[config.mk]
export PLATFORM = sky130hd
export DESIGN_NAME = port_pins
export DESIGN_NICKNAME = d
export VERILOG_FILES = /design/src/include/port_pins_pkg.sv /design/src/design/port_pins.sv
export SDC_FILE = /design/constraint.sdc
export NUM_CORES = 1
export LEC_CHECK = 0
export BUFFER_PORTS_ARGS = -buffer_cell sky130_fd_sc_hd__clkbuf_2
export CAP_MARGIN = 25
export CORE_ASPECT_RATIO = 0.8
export CORE_UTILIZATION = 40
export DETAILED_ROUTE_END_ITERATION = 8
export GPL_ROUTABILITY_DRIVEN = 0
export PLACE_DENSITY_LB_ADDON = 0.15
export RECOVER_POWER = 25
export SYNTH_ARGS = -nofsm -noshare
export SYNTH_HDL_FRONTEND = slang
export SYNTH_SLANG_ARGS = --single-unit
[constraint.sdc]
create_clock -name clk_sys -period 1.3 [get_ports clk_sys]
set_input_delay 0.26 -clock clk_sys [delete_from_list [all_inputs] [get_ports clk_sys]]
set_output_delay 0.26 -clock clk_sys [all_outputs]
set_load 0.01 [all_outputs]
[src/include/port_pins_pkg.sv]
/*
  Constants for the open-drain bus port and the input-only analog/digital port.
  Assumes a single 200 MHz core clock and a synchronous active-low reset.
*/
package port_pins_pkg;
  localparam int PORT_W = 8;
  localparam logic [7:0] ODPORT_RESET = 8'hFF;
  localparam logic [7:0] INPORT_RESET = 8'hFF;
  localparam int TRIG_BIT = 1;
  localparam int SYNC_DEPTH = 3;
  // bus access sequence: address phase, then data phase
  localparam int ADDR_PHASE_CYC = 1;
endpackage

[src/design/port_pins.sv]
/*
  Pin logic of the open-drain address/data port and the input-only port.
  Assumes the core delivers latch writes and bus requests synchronous to clk_sys;
  pin inputs come from outside and are synchronised here.
*/
`timescale 1ns/1ps
`default_nettype none

// Operation
// - open-drain port bit with latch 1 releases the pin and reads as input
// - external data access shows low address byte first, then data byte
// - while acting as bus, port drives 1 bits high actively
// - second port is 8-bit input only with no drivers
// - input port bits start analog; writing 0 makes a bit digital
// - trigger pin serves counter 2 capture/reload and up/down direction
// - address latch strobe marks low address byte on bus
module port_pins (
  // clock and reset
  input wire logic clk_sys,
  input wire logic rst_n,
  // core writes to port latches
  input wire logic od_wr,
  input wire logic [7:0] od_wdata,
  input wire logic in_wr,
  input wire logic [7:0] in_wdata,
  // external data access request from core
  input wire logic bus_start,
  input wire logic bus_write,
  input wire logic [7:0] bus_addr_lo,
  input wire logic [7:0] bus_wdata,
  // open-drain port pins
  input wire logic [7:0] od_pin_in,
  output logic [7:0] od_pin_out,
  output logic [7:0] od_pin_oe,
  // input-only port pins
  input wire logic [7:0] in_pin,
  // results to core
  output logic [7:0] od_read,
  output logic [7:0] in_read,
  output logic [7:0] analog_mode,
  output logic address_latch_strobe,
  output logic bus_busy,
  output logic [7:0] bus_rdata,
  output logic bus_rvalid,
  output logic counter2_external_trigger,
  output logic counter2_count_up
);

  typedef enum logic [2:0] {
    ST_IDLE = 3'b001,
    ST_ADDR = 3'b010,
    ST_DATA = 3'b100
  } bus_state_e;

  // ************************************************************
  // port latches
  // ************************************************************
  logic [7:0] od_latch_r;
  logic [7:0] in_latch_r;

  always_ff @(posedge clk_sys) begin
    if (!rst_n) begin
      od_latch_r <= port_pins_pkg::ODPORT_RESET;
    end else if (od_wr) begin
      od_latch_r <= od_wdata;
    end
  end

  always_ff @(posedge clk_sys) begin
    if (!rst_n) begin
      in_latch_r <= port_pins_pkg::INPORT_RESET;
    end else if (in_wr) begin
      in_latch_r <= in_wdata;
    end
  end

  // ************************************************************
  // pin synchronisers, three stages per bit
  // ************************************************************
  logic [7:0] od_s1_r, od_s2_r, od_s3_r, od_clean_r;
  logic [7:0] in_s1_r, in_s2_r, in_s3_r, in_clean_r;

  always_ff @(posedge clk_sys) begin
    if (!rst_n) begin
      od_s1_r <= 8'hFF;
      od_s2_r <= 8'hFF;
      od_s3_r <= 8'hFF;
      in_s1_r <= 8'h00;
      in_s2_r <= 8'h00;
      in_s3_r <= 8'h00;
    end else begin
      od_s1_r <= od_pin_in;
      od_s2_r <= od_s1_r;
      od_s3_r <= od_s2_r;
      in_s1_r <= in_pin;
      in_s2_r <= in_s1_r;
      in_s3_r <= in_s2_r;
    end
  end

  // a change counts only once stages two and three agree
  genvar g;
  generate
    for (g = 0; g < port_pins_pkg::PORT_W; g++) begin : g_clean
      always_ff @(posedge clk_sys) begin
        if (!rst_n) begin
          od_clean_r[g] <= 1'b1;
          in_clean_r[g] <= 1'b0;
        end else begin
          if (od_s2_r[g] == od_s3_r[g]) begin
            od_clean_r[g] <= od_s3_r[g];
          end
          if (in_s2_r[g] == in_s3_r[g]) begin
            in_clean_r[g] <= in_s3_r[g];
          end
        end
      end
    end
  endgenerate

  // ************************************************************
  // external data access sequencer
  // ************************************************************
  bus_state_e state_r;
  logic [7:0] data_hold_r;
  logic write_hold_r;

  always_ff @(posedge clk_sys) begin
    if (!rst_n) begin
      state_r <= ST_IDLE;
      data_hold_r <= 8'h00;
      write_hold_r <= 1'b0;
    end else begin
      case (state_r)
        ST_IDLE: begin
          if (bus_start) begin
            state_r <= ST_ADDR;
            data_hold_r <= bus_wdata;
            write_hold_r <= bus_write;
          end
        end
        ST_ADDR: begin
          state_r <= ST_DATA;
        end
        ST_DATA: begin
          state_r <= ST_IDLE;
        end
        default: begin
          state_r <= ST_IDLE;
        end
      endcase
    end
  end

  // ************************************************************
  // pin drivers, registered
  // ************************************************************
  // bus reads sample sync stage two; a read cycle releases the bus so memory can drive
  always_ff @(posedge clk_sys) begin
    if (!rst_n) begin
      od_pin_out <= 8'h00;
      od_pin_oe <= 8'h00;
      address_latch_strobe <= 1'b0;
      bus_busy <= 1'b0;
    end else begin
      address_latch_strobe <= 1'b0;
      bus_busy <= 1'b1;
      if (state_r == ST_IDLE && bus_start) begin
        od_pin_out <= bus_addr_lo;
        od_pin_oe <= 8'hFF;
        address_latch_strobe <= 1'b1;
      end else if (state_r == ST_ADDR && write_hold_r) begin
        od_pin_out <= data_hold_r;
        od_pin_oe <= 8'hFF;
      end else if (state_r == ST_ADDR) begin
        od_pin_out <= 8'h00;
        od_pin_oe <= 8'h00;
      end else begin
        // port mode: only 0 bits are driven, 1 bits float
        od_pin_out <= 8'h00;
        od_pin_oe <= ~od_latch_r;
        bus_busy <= 1'b0;
      end
    end
  end

  // reads wait two cycles: the level of the released cycle must reach sync stage two first
  logic [1:0] rd_pipe_r;

  always_ff @(posedge clk_sys) begin
    if (!rst_n) begin
      rd_pipe_r <= 2'b00;
      bus_rdata <= 8'h00;
      bus_rvalid <= 1'b0;
    end else begin
      rd_pipe_r <= {rd_pipe_r[0], (state_r == ST_DATA) && !write_hold_r};
      bus_rvalid <= rd_pipe_r[1];
      if (rd_pipe_r[1]) begin
        bus_rdata <= od_s2_r;
      end
    end
  end

  // ************************************************************
  // read-back and input-only port
  // ************************************************************
  // analog bits read as 0 so a floating analog level never reaches logic
  always_ff @(posedge clk_sys) begin
    if (!rst_n) begin
      od_read <= 8'hFF;
      in_read <= 8'h00;
      analog_mode <= 8'hFF;
      counter2_external_trigger <= 1'b0;
      counter2_count_up <= 1'b0;
    end else begin
      od_read <= od_clean_r;
      in_read <= in_clean_r & ~in_latch_r;
      analog_mode <= in_latch_r;
      counter2_external_trigger <= in_clean_r[port_pins_pkg::TRIG_BIT]
                                   & ~in_latch_r[port_pins_pkg::TRIG_BIT];
      counter2_count_up <= in_clean_r[port_pins_pkg::TRIG_BIT]
                           & ~in_latch_r[port_pins_pkg::TRIG_BIT];
    end
  end

  // ************************************************************
  // checks
  // ************************************************************
  chk_od_release: assert property (@(posedge clk_sys) disable iff (!rst_n)
    (!bus_busy && !address_latch_strobe) |-> ((od_pin_oe & $past(od_latch_r)) == 8'h00))
    else $error("open-drain port drives a latch-1 bit");
  chk_addr_first: assert property (@(posedge clk_sys) disable iff (!rst_n)
    (state_r == ST_IDLE && bus_start) |=> (od_pin_out == $past(bus_addr_lo)))
    else $error("address byte not presented first");
  chk_strobe_addr: assert property (@(posedge clk_sys) disable iff (!rst_n)
    address_latch_strobe |-> (od_pin_oe == 8'hFF && bus_busy))
    else $error("strobe without driven address");
  chk_write_data: assert property (@(posedge clk_sys) disable iff (!rst_n)
    (state_r == ST_ADDR && write_hold_r) |=> (od_pin_out == $past(data_hold_r) && od_pin_oe == 8'hFF))
    else $error("write data not driven after address");
  chk_strobe_pulse: assert property (@(posedge clk_sys) disable iff (!rst_n)
    address_latch_strobe |=> !address_latch_strobe)
    else $error("strobe longer than one cycle");
  chk_reset_ones: assert property (@(posedge clk_sys)
    !rst_n |=> (od_latch_r == 8'hFF && in_latch_r == 8'hFF))
    else $error("latches not all ones after reset");
  chk_analog_zero: assert property (@(posedge clk_sys) disable iff (!rst_n)
    ((in_read & analog_mode) == 8'h00))
    else $error("analog bit reads as digital");
  chk_trig_dir: assert property (@(posedge clk_sys) disable iff (!rst_n)
    counter2_external_trigger == counter2_count_up)
    else $error("trigger and direction disagree");
  chk_in_digital: assert property (@(posedge clk_sys) disable iff (!rst_n)
    (!in_latch_r[0] && !in_wr) ##1 !in_latch_r[0] |-> in_read[0] == $past(in_clean_r[0]))
    else $error("digital input bit not passed");
  chk_read_latency: assert property (@(posedge clk_sys) disable iff (!rst_n)
    (state_r == ST_DATA && !write_hold_r) |-> ##3 bus_rvalid)
    else $error("read data not returned after data phase");
  chk_analog_write: assert property (@(posedge clk_sys) disable iff (!rst_n)
    in_wr |=> ##1 (analog_mode == $past(in_wdata, 2)))
    else $error("input port mode does not follow latch write");

endmodule

`default_nettype wire

* Word-level counts from Yosys, hierarchy flattened
Index checks and enable logic that the tools add are counted. W data, S select, Z words.
Storage, ports and cells: flip-flop bits (word level) 146, output and inout bits 53, word-level logic and storage cells 79
Operators by class: equal/unequal tests 20, multiplexer cells 11, bitwise gates (word level) 5, reductions and logical operators 5
Operators by type and width (count):
- $mux W8 | 5
- $eq A1 B1 Y1 | 16
- $not A8 Y8 | 2
- $and A8 B8 Y8 | 1
- $pmux W3 S2 | 1
- $mux W1 | 4
- $eq A3 B1 Y1 const B | 1
- $eq A3 B2 Y1 const B | 1
- $eq A3 B3 Y1 const B | 1
- $logic_and A1 B1 Y1 | 3
- $mux W3 | 1
- $ne A2 B2 Y1 const B | 1
- $reduce_and A2 Y1 | 1
- $and A1 B1 Y1 | 1
- $logic_not A1 Y1 | 1
- $not A1 Y1 | 1

* Longest topological paths before layout
Gate-level depths: netlist of the first run.
depth in word-level cells 4, gate-level depth with buffers 5, depth with buffers taken out 3

* Least setup slack after synthesis of the first run
No wires, ideal clock.
kind register to register, start register state_r[2], end register od_pin_oe[0], arrival 977 ps, data required time 1185 ps, setup slack 208 ps, stages on the path, launching flop included 5, buffers on the path 1, clock period less this slack 1092 ps, cell sequence dfxtp_1 > nand4bb_1 > buf_6 > o31ai_4 > o21a_1
Between the ends: longest elaborated chain between the ends 4
Ends and longest elaborated chain:
- start, declared | line port_pins.sv:124 | bus_state_e state_r;
- start signal, assigned | line port_pins.sv:130 | state_r <= ST_IDLE;
- start signal, assigned | line port_pins.sv:137 | state_r <= ST_ADDR;
- start signal, assigned | line port_pins.sv:143 | state_r <= ST_DATA;
- $eq A3 B2 Y1 | line port_pins.sv:172, port_pins.sv:175
- $mux W8 / $logic_and A1 B1 Y1 (equally long branches) | line port_pins.sv:175, port_pins.sv:172
- $mux W8 | line port_pins.sv:172 | end else if (state_r == ST_ADDR && write_hold_r) begin
- $mux W8 (*) | line port_pins.sv:168 | if (state_r == ST_IDLE && bus_start) begin
- end signal, assigned | line port_pins.sv:181 | od_pin_oe <= ~od_latch_r;
- end, declared | line port_pins.sv:34 | output logic [7:0] od_pin_oe,
Mark *: on every way between the ends. The rest lies on a longest branch, timed or not. A chain may end at the register's enable or synchronous reset.

* Worst setup path in the final report of the first run
start register state_r[1], end register data_hold_r[1]
Between the ends: longest elaborated chain between the ends 2
Ends and longest elaborated chain:
- $eq A3 B1 Y1 | line port_pins.sv:134 | case (state_r)
- $reduce_and A2 Y1 (no source line)
- end signal, assigned | line port_pins.sv:138 | data_hold_r <= bus_wdata;
- end, declared | line port_pins.sv:125 | logic [7:0] data_hold_r;
Every way passes these cells.

==> results of run 1 <==
[layout by cell type, fill, tap and decap left out, types with 9 or more instances in the layout]
| cell | instances |
|---|---|
| dfxtp_1 | 145 |
| clkbuf_2 | 105 |
| nand2b_1 | 40 |
| nand2_1 | 33 |
| nor2_1 | 27 |
| and2_1 | 25 |
| o21ai_0 | 25 |
| mux2i_1 | 24 |
| clkbuf_16 | 17 |
| inv_1 | 10 |
| a21oi_1 | 9 |
| nand3_1 | 9 |
[cells in the mapped netlist (2+ instances only)]
| cell type | number |
|---|---|
| a21oi_1 | 9 |
| nand2b_4 | 2 |
| nand2_1 | 33 |
| o21a_1 | 8 |
| clkbuf_1 | 6 |
| buf_2 | 7 |
| nor2_1 | 27 |
| clkbuf_2 | 3 |
| a21boi_0 | 8 |
| o21ai_0 | 25 |
| a22o_1 | 8 |
| buf_6 | 2 |
| mux2i_1 | 24 |
| and2_1 | 26 |
| dfxtp_1 | 145 |
| buf_4 | 4 |
| nand3_1 | 9 |
| nand2b_1 | 40 |
| inv_1 | 10 |
| nor2b_1 | 8 |
[logic make-up after synthesis]
family | count (synthesis) | share of synthesized area (%)
AOI/OAI and AO/OA | 59 | 8.46
buffers and inverters | 32 | 3.61
DFF | 145 | 64.4
muxes | 24 | 5.33
and+or+nand+nor | 151 | 18.3
[area by class of cell]
type                       instances  share of cell area (%)
inverter                          10                   0.657
multi-input combinational        234                    25.3
tap                              144                    3.15
clock inverter                     8                    1.40
clock buffer                      23                    8.54
sequential                       145                    50.8
timing repair buffer             111                    10.2
[worst paths after layout]
check	from	end	slack, ns	cells after the start
hold / removal	od_pin_in[2]	od_s1_r[2]$_SDFF_PN1_	0.03	2
hold reg to reg	od_s1_r[3]$_SDFF_PN1_	od_s2_r[3]$_SDFF_PN1_	0.41	1
setup / recovery	state_r[1]$_SDFFE_PN0P_	data_hold_r[1]$_SDFFE_PN0P_	0.09	4
setup reg to reg	state_r[1]$_SDFFE_PN0P_	data_hold_r[1]$_SDFFE_PN0P_	0.09	4
[routing by layer]
| layer | vias up | part of all wire [%] | track usage (%) |
|---|---|---|---|
| met5 | - | 0 | 0 |
| met4 | 0 | 1.2 | 6.65 |
| met3 | 9 | 5.6 | 5.54 |
| met2 | 74 | 45 | 20.6 |
| met1 | 1345 | 48 | 18.2 |
| li1 | 1546 | - | - |
[power by group through the flow]
| stage | clock [mW] | sequential (mW) | combinational [mW] |
|---|---|---|---|
| after CTS | 4.67 | 4.68 | 0.459 |
| after detailed placement | 0 | 4.77 | 0.457 |
| final | 4.57 | 4.68 | 0.445 |
| after global placement | 0 | 4.77 | 0.443 |
| after global routing | 4.88 | 4.70 | 0.499 |
| after floorplan | 0 | 4.78 | 0.270 |
==> metrics.csv, run 1 <==
stage,metric,value,unit
global_route,GRT Util Overall,14.1,%
finish,ANT cells,0,
synthesis,Mapped Area,4510,sq um
timing,post-layout min period,1.21,ns
floorplan,die area,11700,sq um
placement,I/O Buffers,106,
synthesis,ys async rst share,0,%
synthesis,"Seq/Total Area, Yosys",64.4,%
timing,Max Slew Vio Count,0,
clocking,setup bufs post-CTS,0,
synthesis,Post-Syn Nets,465,
power_and_ir_drop,LEAKAGE,2.40,nW
finish,Final Cell Area,5720,sq um
power_and_ir_drop,Logic pwr share,4.6,%
floorplan,Die H,97.0,um
setup_path,startpoint types,flop,
power_and_ir_drop,Clk pwr share,47.1,%
placement,Post-Place Worst Slack,0.107,ns
placement,DP Area,5160,sq um
timing,WHS,0.0319,ns
synthesis,Syn Area/Cell,11.0,sq um
timing,Worst Skew,0.00887,ns
finish,fillers,971,
drt,DR WL/cell,11.2,um
placement,post-placement cell count,644,
synthesis,Mapped Cells,411,
power_and_ir_drop,internal power,7.65,mW
power_and_ir_drop,Seq pwr share,48.3,%
clocking,clock latency on the worst-skew pair,0.40,ns
setup_path,CP max FO,18,
floorplan,Initial Util,41.3,%
timing,RSZ-0062 raised after global routing,true,
global_route,largest net degree at the start of global routing,74,
drt,post-route ant nets,0,
drt,final WL,7.56,mm
global_route,initial antenna violation count,0,
synthesis,largest area contributor in the netlist,dfxtp_1,
drt,Via density,4.41,
clocking,CTS Buf Count,17,
power_and_ir_drop,Design Power,9.69,mW
timing,final hold violations,0,
synthesis,Synth cell types,27,
timing,endpoints failing setup,0,
timing,final setup TNS,0,ns
setup_path,critical path data arrival time,1.50,ns
timing,Worst slew margin,52.7,%
setup_path,critical path's top delay family,simple AND/OR/NAND/NOR gates,
timing,Least-Margin Pin Slew,0.709,ns
clocking,CTS Root Cell,clkbuf_16,
floorplan,Die X,121,um
power_and_ir_drop,Sw Pwr,2.04,mW
floorplan,row count,34,
clocking,PostCTS Resize Cnt,0,
clocking,CTS tree,built,
synthesis,Post-synth EDFFs,0,
setup_path,crit path buf inv count,1,
clocking,H-tree Lvls,4,
floorplan,core area,10900,sq um
setup_path,worst setup path category,reg -> reg,
setup_path,slowest cell delay on critical path,0.36,ns
finish,Synth-to-Final Area Change,26.7,%
setup_path,Critical Path RT,1.58,ns
synthesis,Yosys warnings,0,
global_route,number of global-route vias before repair,2821,
floorplan,number of top-level pins,107,
power_and_ir_drop,Sw Share,21.0,%
timing,Fmax,823,MHz
setup_path,CP max-delay cell,dfxtp_1,
clocking,clock sink count,145,
timing,setup ws final,0.0854,ns
status,status,completed,
finish,Reg area,2900,sq um
finish,nets,573,
synthesis,post-synth top area share,64.4,%
setup_path,worst path cell trace,"nand4bb_1, buf_4, nand3_1, o21ai_0",
synthesis,Seq cells post-synth,145,
finish,Finished Layout Cells,675,
finish,post-layout util,52.3,%
worst_hold_path,HP Class,in -> reg,
clocking,cts hold-fix bufs,0,
drt,DR DRC count,0,
drt,vias,2974,
placement,HPWL after DPL,4.90,mm
run,maxcap violations,0,
synthesis,"Top FF cell, synth",dfxtp_1,
global_route,global-route wire length before repair,12.9,mm
clocking,clock slew at reported path FFs,0.06,ns
clocking,CTS max path bufs,2,
synthesis,largest cells by area after synthesis,"dfxtp_1 64%, nand2b_1 5.5%, mux2i_1 5.3%",
drt,DR pass1 iterations,4,
drt,drt first-iter violations,166,
power_and_ir_drop,Power Density,1700,nW/um^2
finish,layout cells sized above 1,27.5,%
global_route,grt total ovfl,0,
setup_path,crit path capture type,flop,
finish,area of the multi-input gates,1450,sq um
power_and_ir_drop,Max VDD drop,792,uV
timing,fin crit share,93.4,%
No activity file was read; power rests on OpenSTA's default activity.
==> run 2: changes to the inputs <==
--- a/config.mk
+++ b/config.mk
@@ -8,10 +8,10 @@
 export BUFFER_PORTS_ARGS = -buffer_cell sky130_fd_sc_hd__clkbuf_2
 export CAP_MARGIN = 25
 export CORE_ASPECT_RATIO = 0.8
-export CORE_UTILIZATION = 40
+export CORE_UTILIZATION = 52
 export DETAILED_ROUTE_END_ITERATION = 8
 export GPL_ROUTABILITY_DRIVEN = 0
-export PLACE_DENSITY_LB_ADDON = 0.15
+export PLACE_DENSITY = 0.87
 export RECOVER_POWER = 25
 export SYNTH_ARGS = -nofsm -noshare
 export SYNTH_HDL_FRONTEND = slang
==> metrics.csv, run 2 (synthesis results as in run 1) <==
stage,metric,value,unit,change
status,status,completed,,
global_route,grt total ovfl,0,,unchanged
timing,Max Slew Vio Count,0,,unchanged
timing,WHS,0.0805,ns,+0.0486 ns
power_and_ir_drop,LEAKAGE,2.63,nW,+9.3%
clocking,clock slew at reported path FFs,0.06,ns,about the same
clocking,clock sink count,145,,unchanged
timing,endpoints failing setup,0,,unchanged
setup_path,startpoint types,flop,,
global_route,number of global-route vias before repair,3486,,+24%
timing,Fmax,799,MHz,-3.0%
timing,Worst slew margin,70.6,%,+18 points
setup_path,crit path capture type,flop,,
placement,HPWL after DPL,5.21,mm,+6.3%
drt,final WL,9.42,mm,+25%
setup_path,slowest cell delay on critical path,0.39,ns,+0.03 ns
setup_path,critical path data arrival time,1.70,ns,+0.20 ns
finish,layout cells sized above 1,25.6,%,-1.9 points
drt,drt first-iter violations,118,,-29%
run,maxcap violations,0,,unchanged
global_route,global-route wire length before repair,15.4,mm,+19%
floorplan,Die H,85.3,um,-12%
clocking,CTS Buf Count,17,,unchanged
finish,"most common cell after layout, fill and taps aside",dfxtp_1,,
global_route,met2 GRT Util,40.9,%,+20 points
global_route,Global Route met3 Usage,6.68,%,+1.1 points
global_route,largest net degree at the start of global routing,71,,-4.1%
drt,Via density,4.87,,+10%
global_route,met1 usage,21.9,%,+3.7 points
drt,vias,3338,,+12%
power_and_ir_drop,Max VDD drop,1150,uV,+45%
placement,I/O Buffers,106,,unchanged
setup_path,worst setup path category,reg -> reg,,
timing,post-layout min period,1.25,ns,+0.0372 ns
clocking,H-tree Lvls,4,,unchanged
global_route,most used routing layer,met2,,
global_route,GRT Util Overall,22.2,%,+8.0 points
setup_path,CP startpoint,state_r[0]$_SDFFE_PN1P_,,
power_and_ir_drop,Power Density,1630,nW/um^2,-3.7%
setup_path,worst path cell trace,"nand2b_4, o31ai_4, o21a_1",,
worst_hold_path,min-delay src,bus_wdata[7],,
floorplan,Die X,106,um,-12%
floorplan,row count,29,,-15%
timing,final hold violations,0,,unchanged
drt,DR DRC count,0,,unchanged
finish,nets,621,,+8.4%
finish,highest-count cells in the layout ignoring fill and taps,"144 x dfxtp_1, 104 x clkbuf_2, 48 x dlygate4sd3_1",,
finish,ANT cells,0,,unchanged
floorplan,Initial Util,55.2,%,+14 points
power_and_ir_drop,Design Power,10.2,mW,+4.7%
timing,Worst Skew,0.00837,ns,-0.000494 ns
global_route,initial antenna violation count,0,,unchanged
clocking,CTS Root Cell,clkbuf_8,,
drt,post-route ant nets,0,,unchanged
clocking,CTS tree,built,,
drt,DR pass1 iterations,4,,unchanged
setup_path,Critical Path RT,1.75,ns,+0.17 ns
timing,Least-Margin Pin Slew,0.441,ns,-0.268 ns
timing,fin crit share,96.3,%,+2.9 points
clocking,setup bufs post-CTS,0,,unchanged
setup_path,R2R Path Start,state_r[0]$_SDFFE_PN1P_,,
clocking,clock latency on the worst-skew pair,0.51,ns,+0.11 ns
floorplan,core area,8160,sq um,-25%
floorplan,number of top-level pins,107,,unchanged
finish,Synth-to-Final Area Change,37.9,%,
timing,final setup TNS,0,ns,unchanged
clocking,CTS max path bufs,2,,unchanged
floorplan,die area,9050,sq um,-23%
setup_path,CP max FO,8,,-10
setup_path,CP max-delay cell,o31ai_4,,
worst_hold_path,HP Class,in -> reg,,
drt,DR WL/cell,13.7,um,+23%
timing,RSZ-0062 raised after global routing,false,,
==> run 2: cell types whose count changed in the layout (fill, tap and decap cells not counted), sizes merged <==
cell | before | now
dlygate4sd3 | 0 | 48
clkbuf | 129 | 126
buf | 5 | 7
bufinv | 1 | 3
clkinv | 4 | 2
clkinvlp | 3 | 2
inv | 10 | 11
==> run 2: timing repair <==
item | CTS | global route
endpoints found under the hold margin | 48 | 0
hold buffers | 48 | 0
resized for setup | 0 | 4
setup endpoints to repair | 0 | 11
==> run 2: where the power goes <==
group / internal [mW] / total [mW] / leakage, nW / switching [mW]
Combinational: 0.325 / 0.595 / 1.15 / 0.271
Clock: 3.11 / 4.87 / 0.290 / 1.76
Sequential: 4.61 / 4.69 / 1.19 / 0.0781
Total: 8.05 / 10.2 / 2.63 / 2.10
==> run 2: cell type report <==
class                           instances  area, sq um
Timing Repair Buffer                  159         1080
Multi-Input combinational cell        234         1470
Sequential cell                       145         2900
Clock buffer                           22          473
Fill cell                             516         1940
Tap cell                              108          135
Inverter                               10         37.5
Clock inverter                          8          128
==> run 2: path summary, 6_finish.rpt <==
check | to | slack [ns] | cells past startpoint
min reg2reg | od_s2_r[4]$_SDFF_PN1_ | 0.41 | 1
min | data_hold_r[7]$_SDFFE_PN0P_ | 0.08 | 3
max | od_pin_oe[4]$_SDFF_PN0_ | 0.05 | 3
max reg2reg | od_pin_oe[4]$_SDFF_PN0_ | 0.05 | 3
==> run 2: metrics by stage <==
stage,cells,setup WS [ns],util (%),instance area [sq um]
2_1_floorplan,411,0.208,-,4510
3_3_place_gp,608,0.184,62.7,5120
3_5_place_dp,608,0.0967,62.7,5120
4_1_cts,686,0.0151,75.9,6200
5_1_grt,686,0.00356,76.2,6220
6_report,686,0.0482,76.2,6220
==> run 2: critical path: cells and delay by family, from the launching register on <==
kind,cells,cell delay (ns)
AOI/OAI and AO/OA,2,0.60
DFF,1,0.38
and+or+nand+nor,1,0.20
==> run 2: metal layers <==
layer  wire, um  vias up
met5          0        -
met4        291        0
met3        418       29
met2       4950      109
met1       3760     1558
li1           -     1642
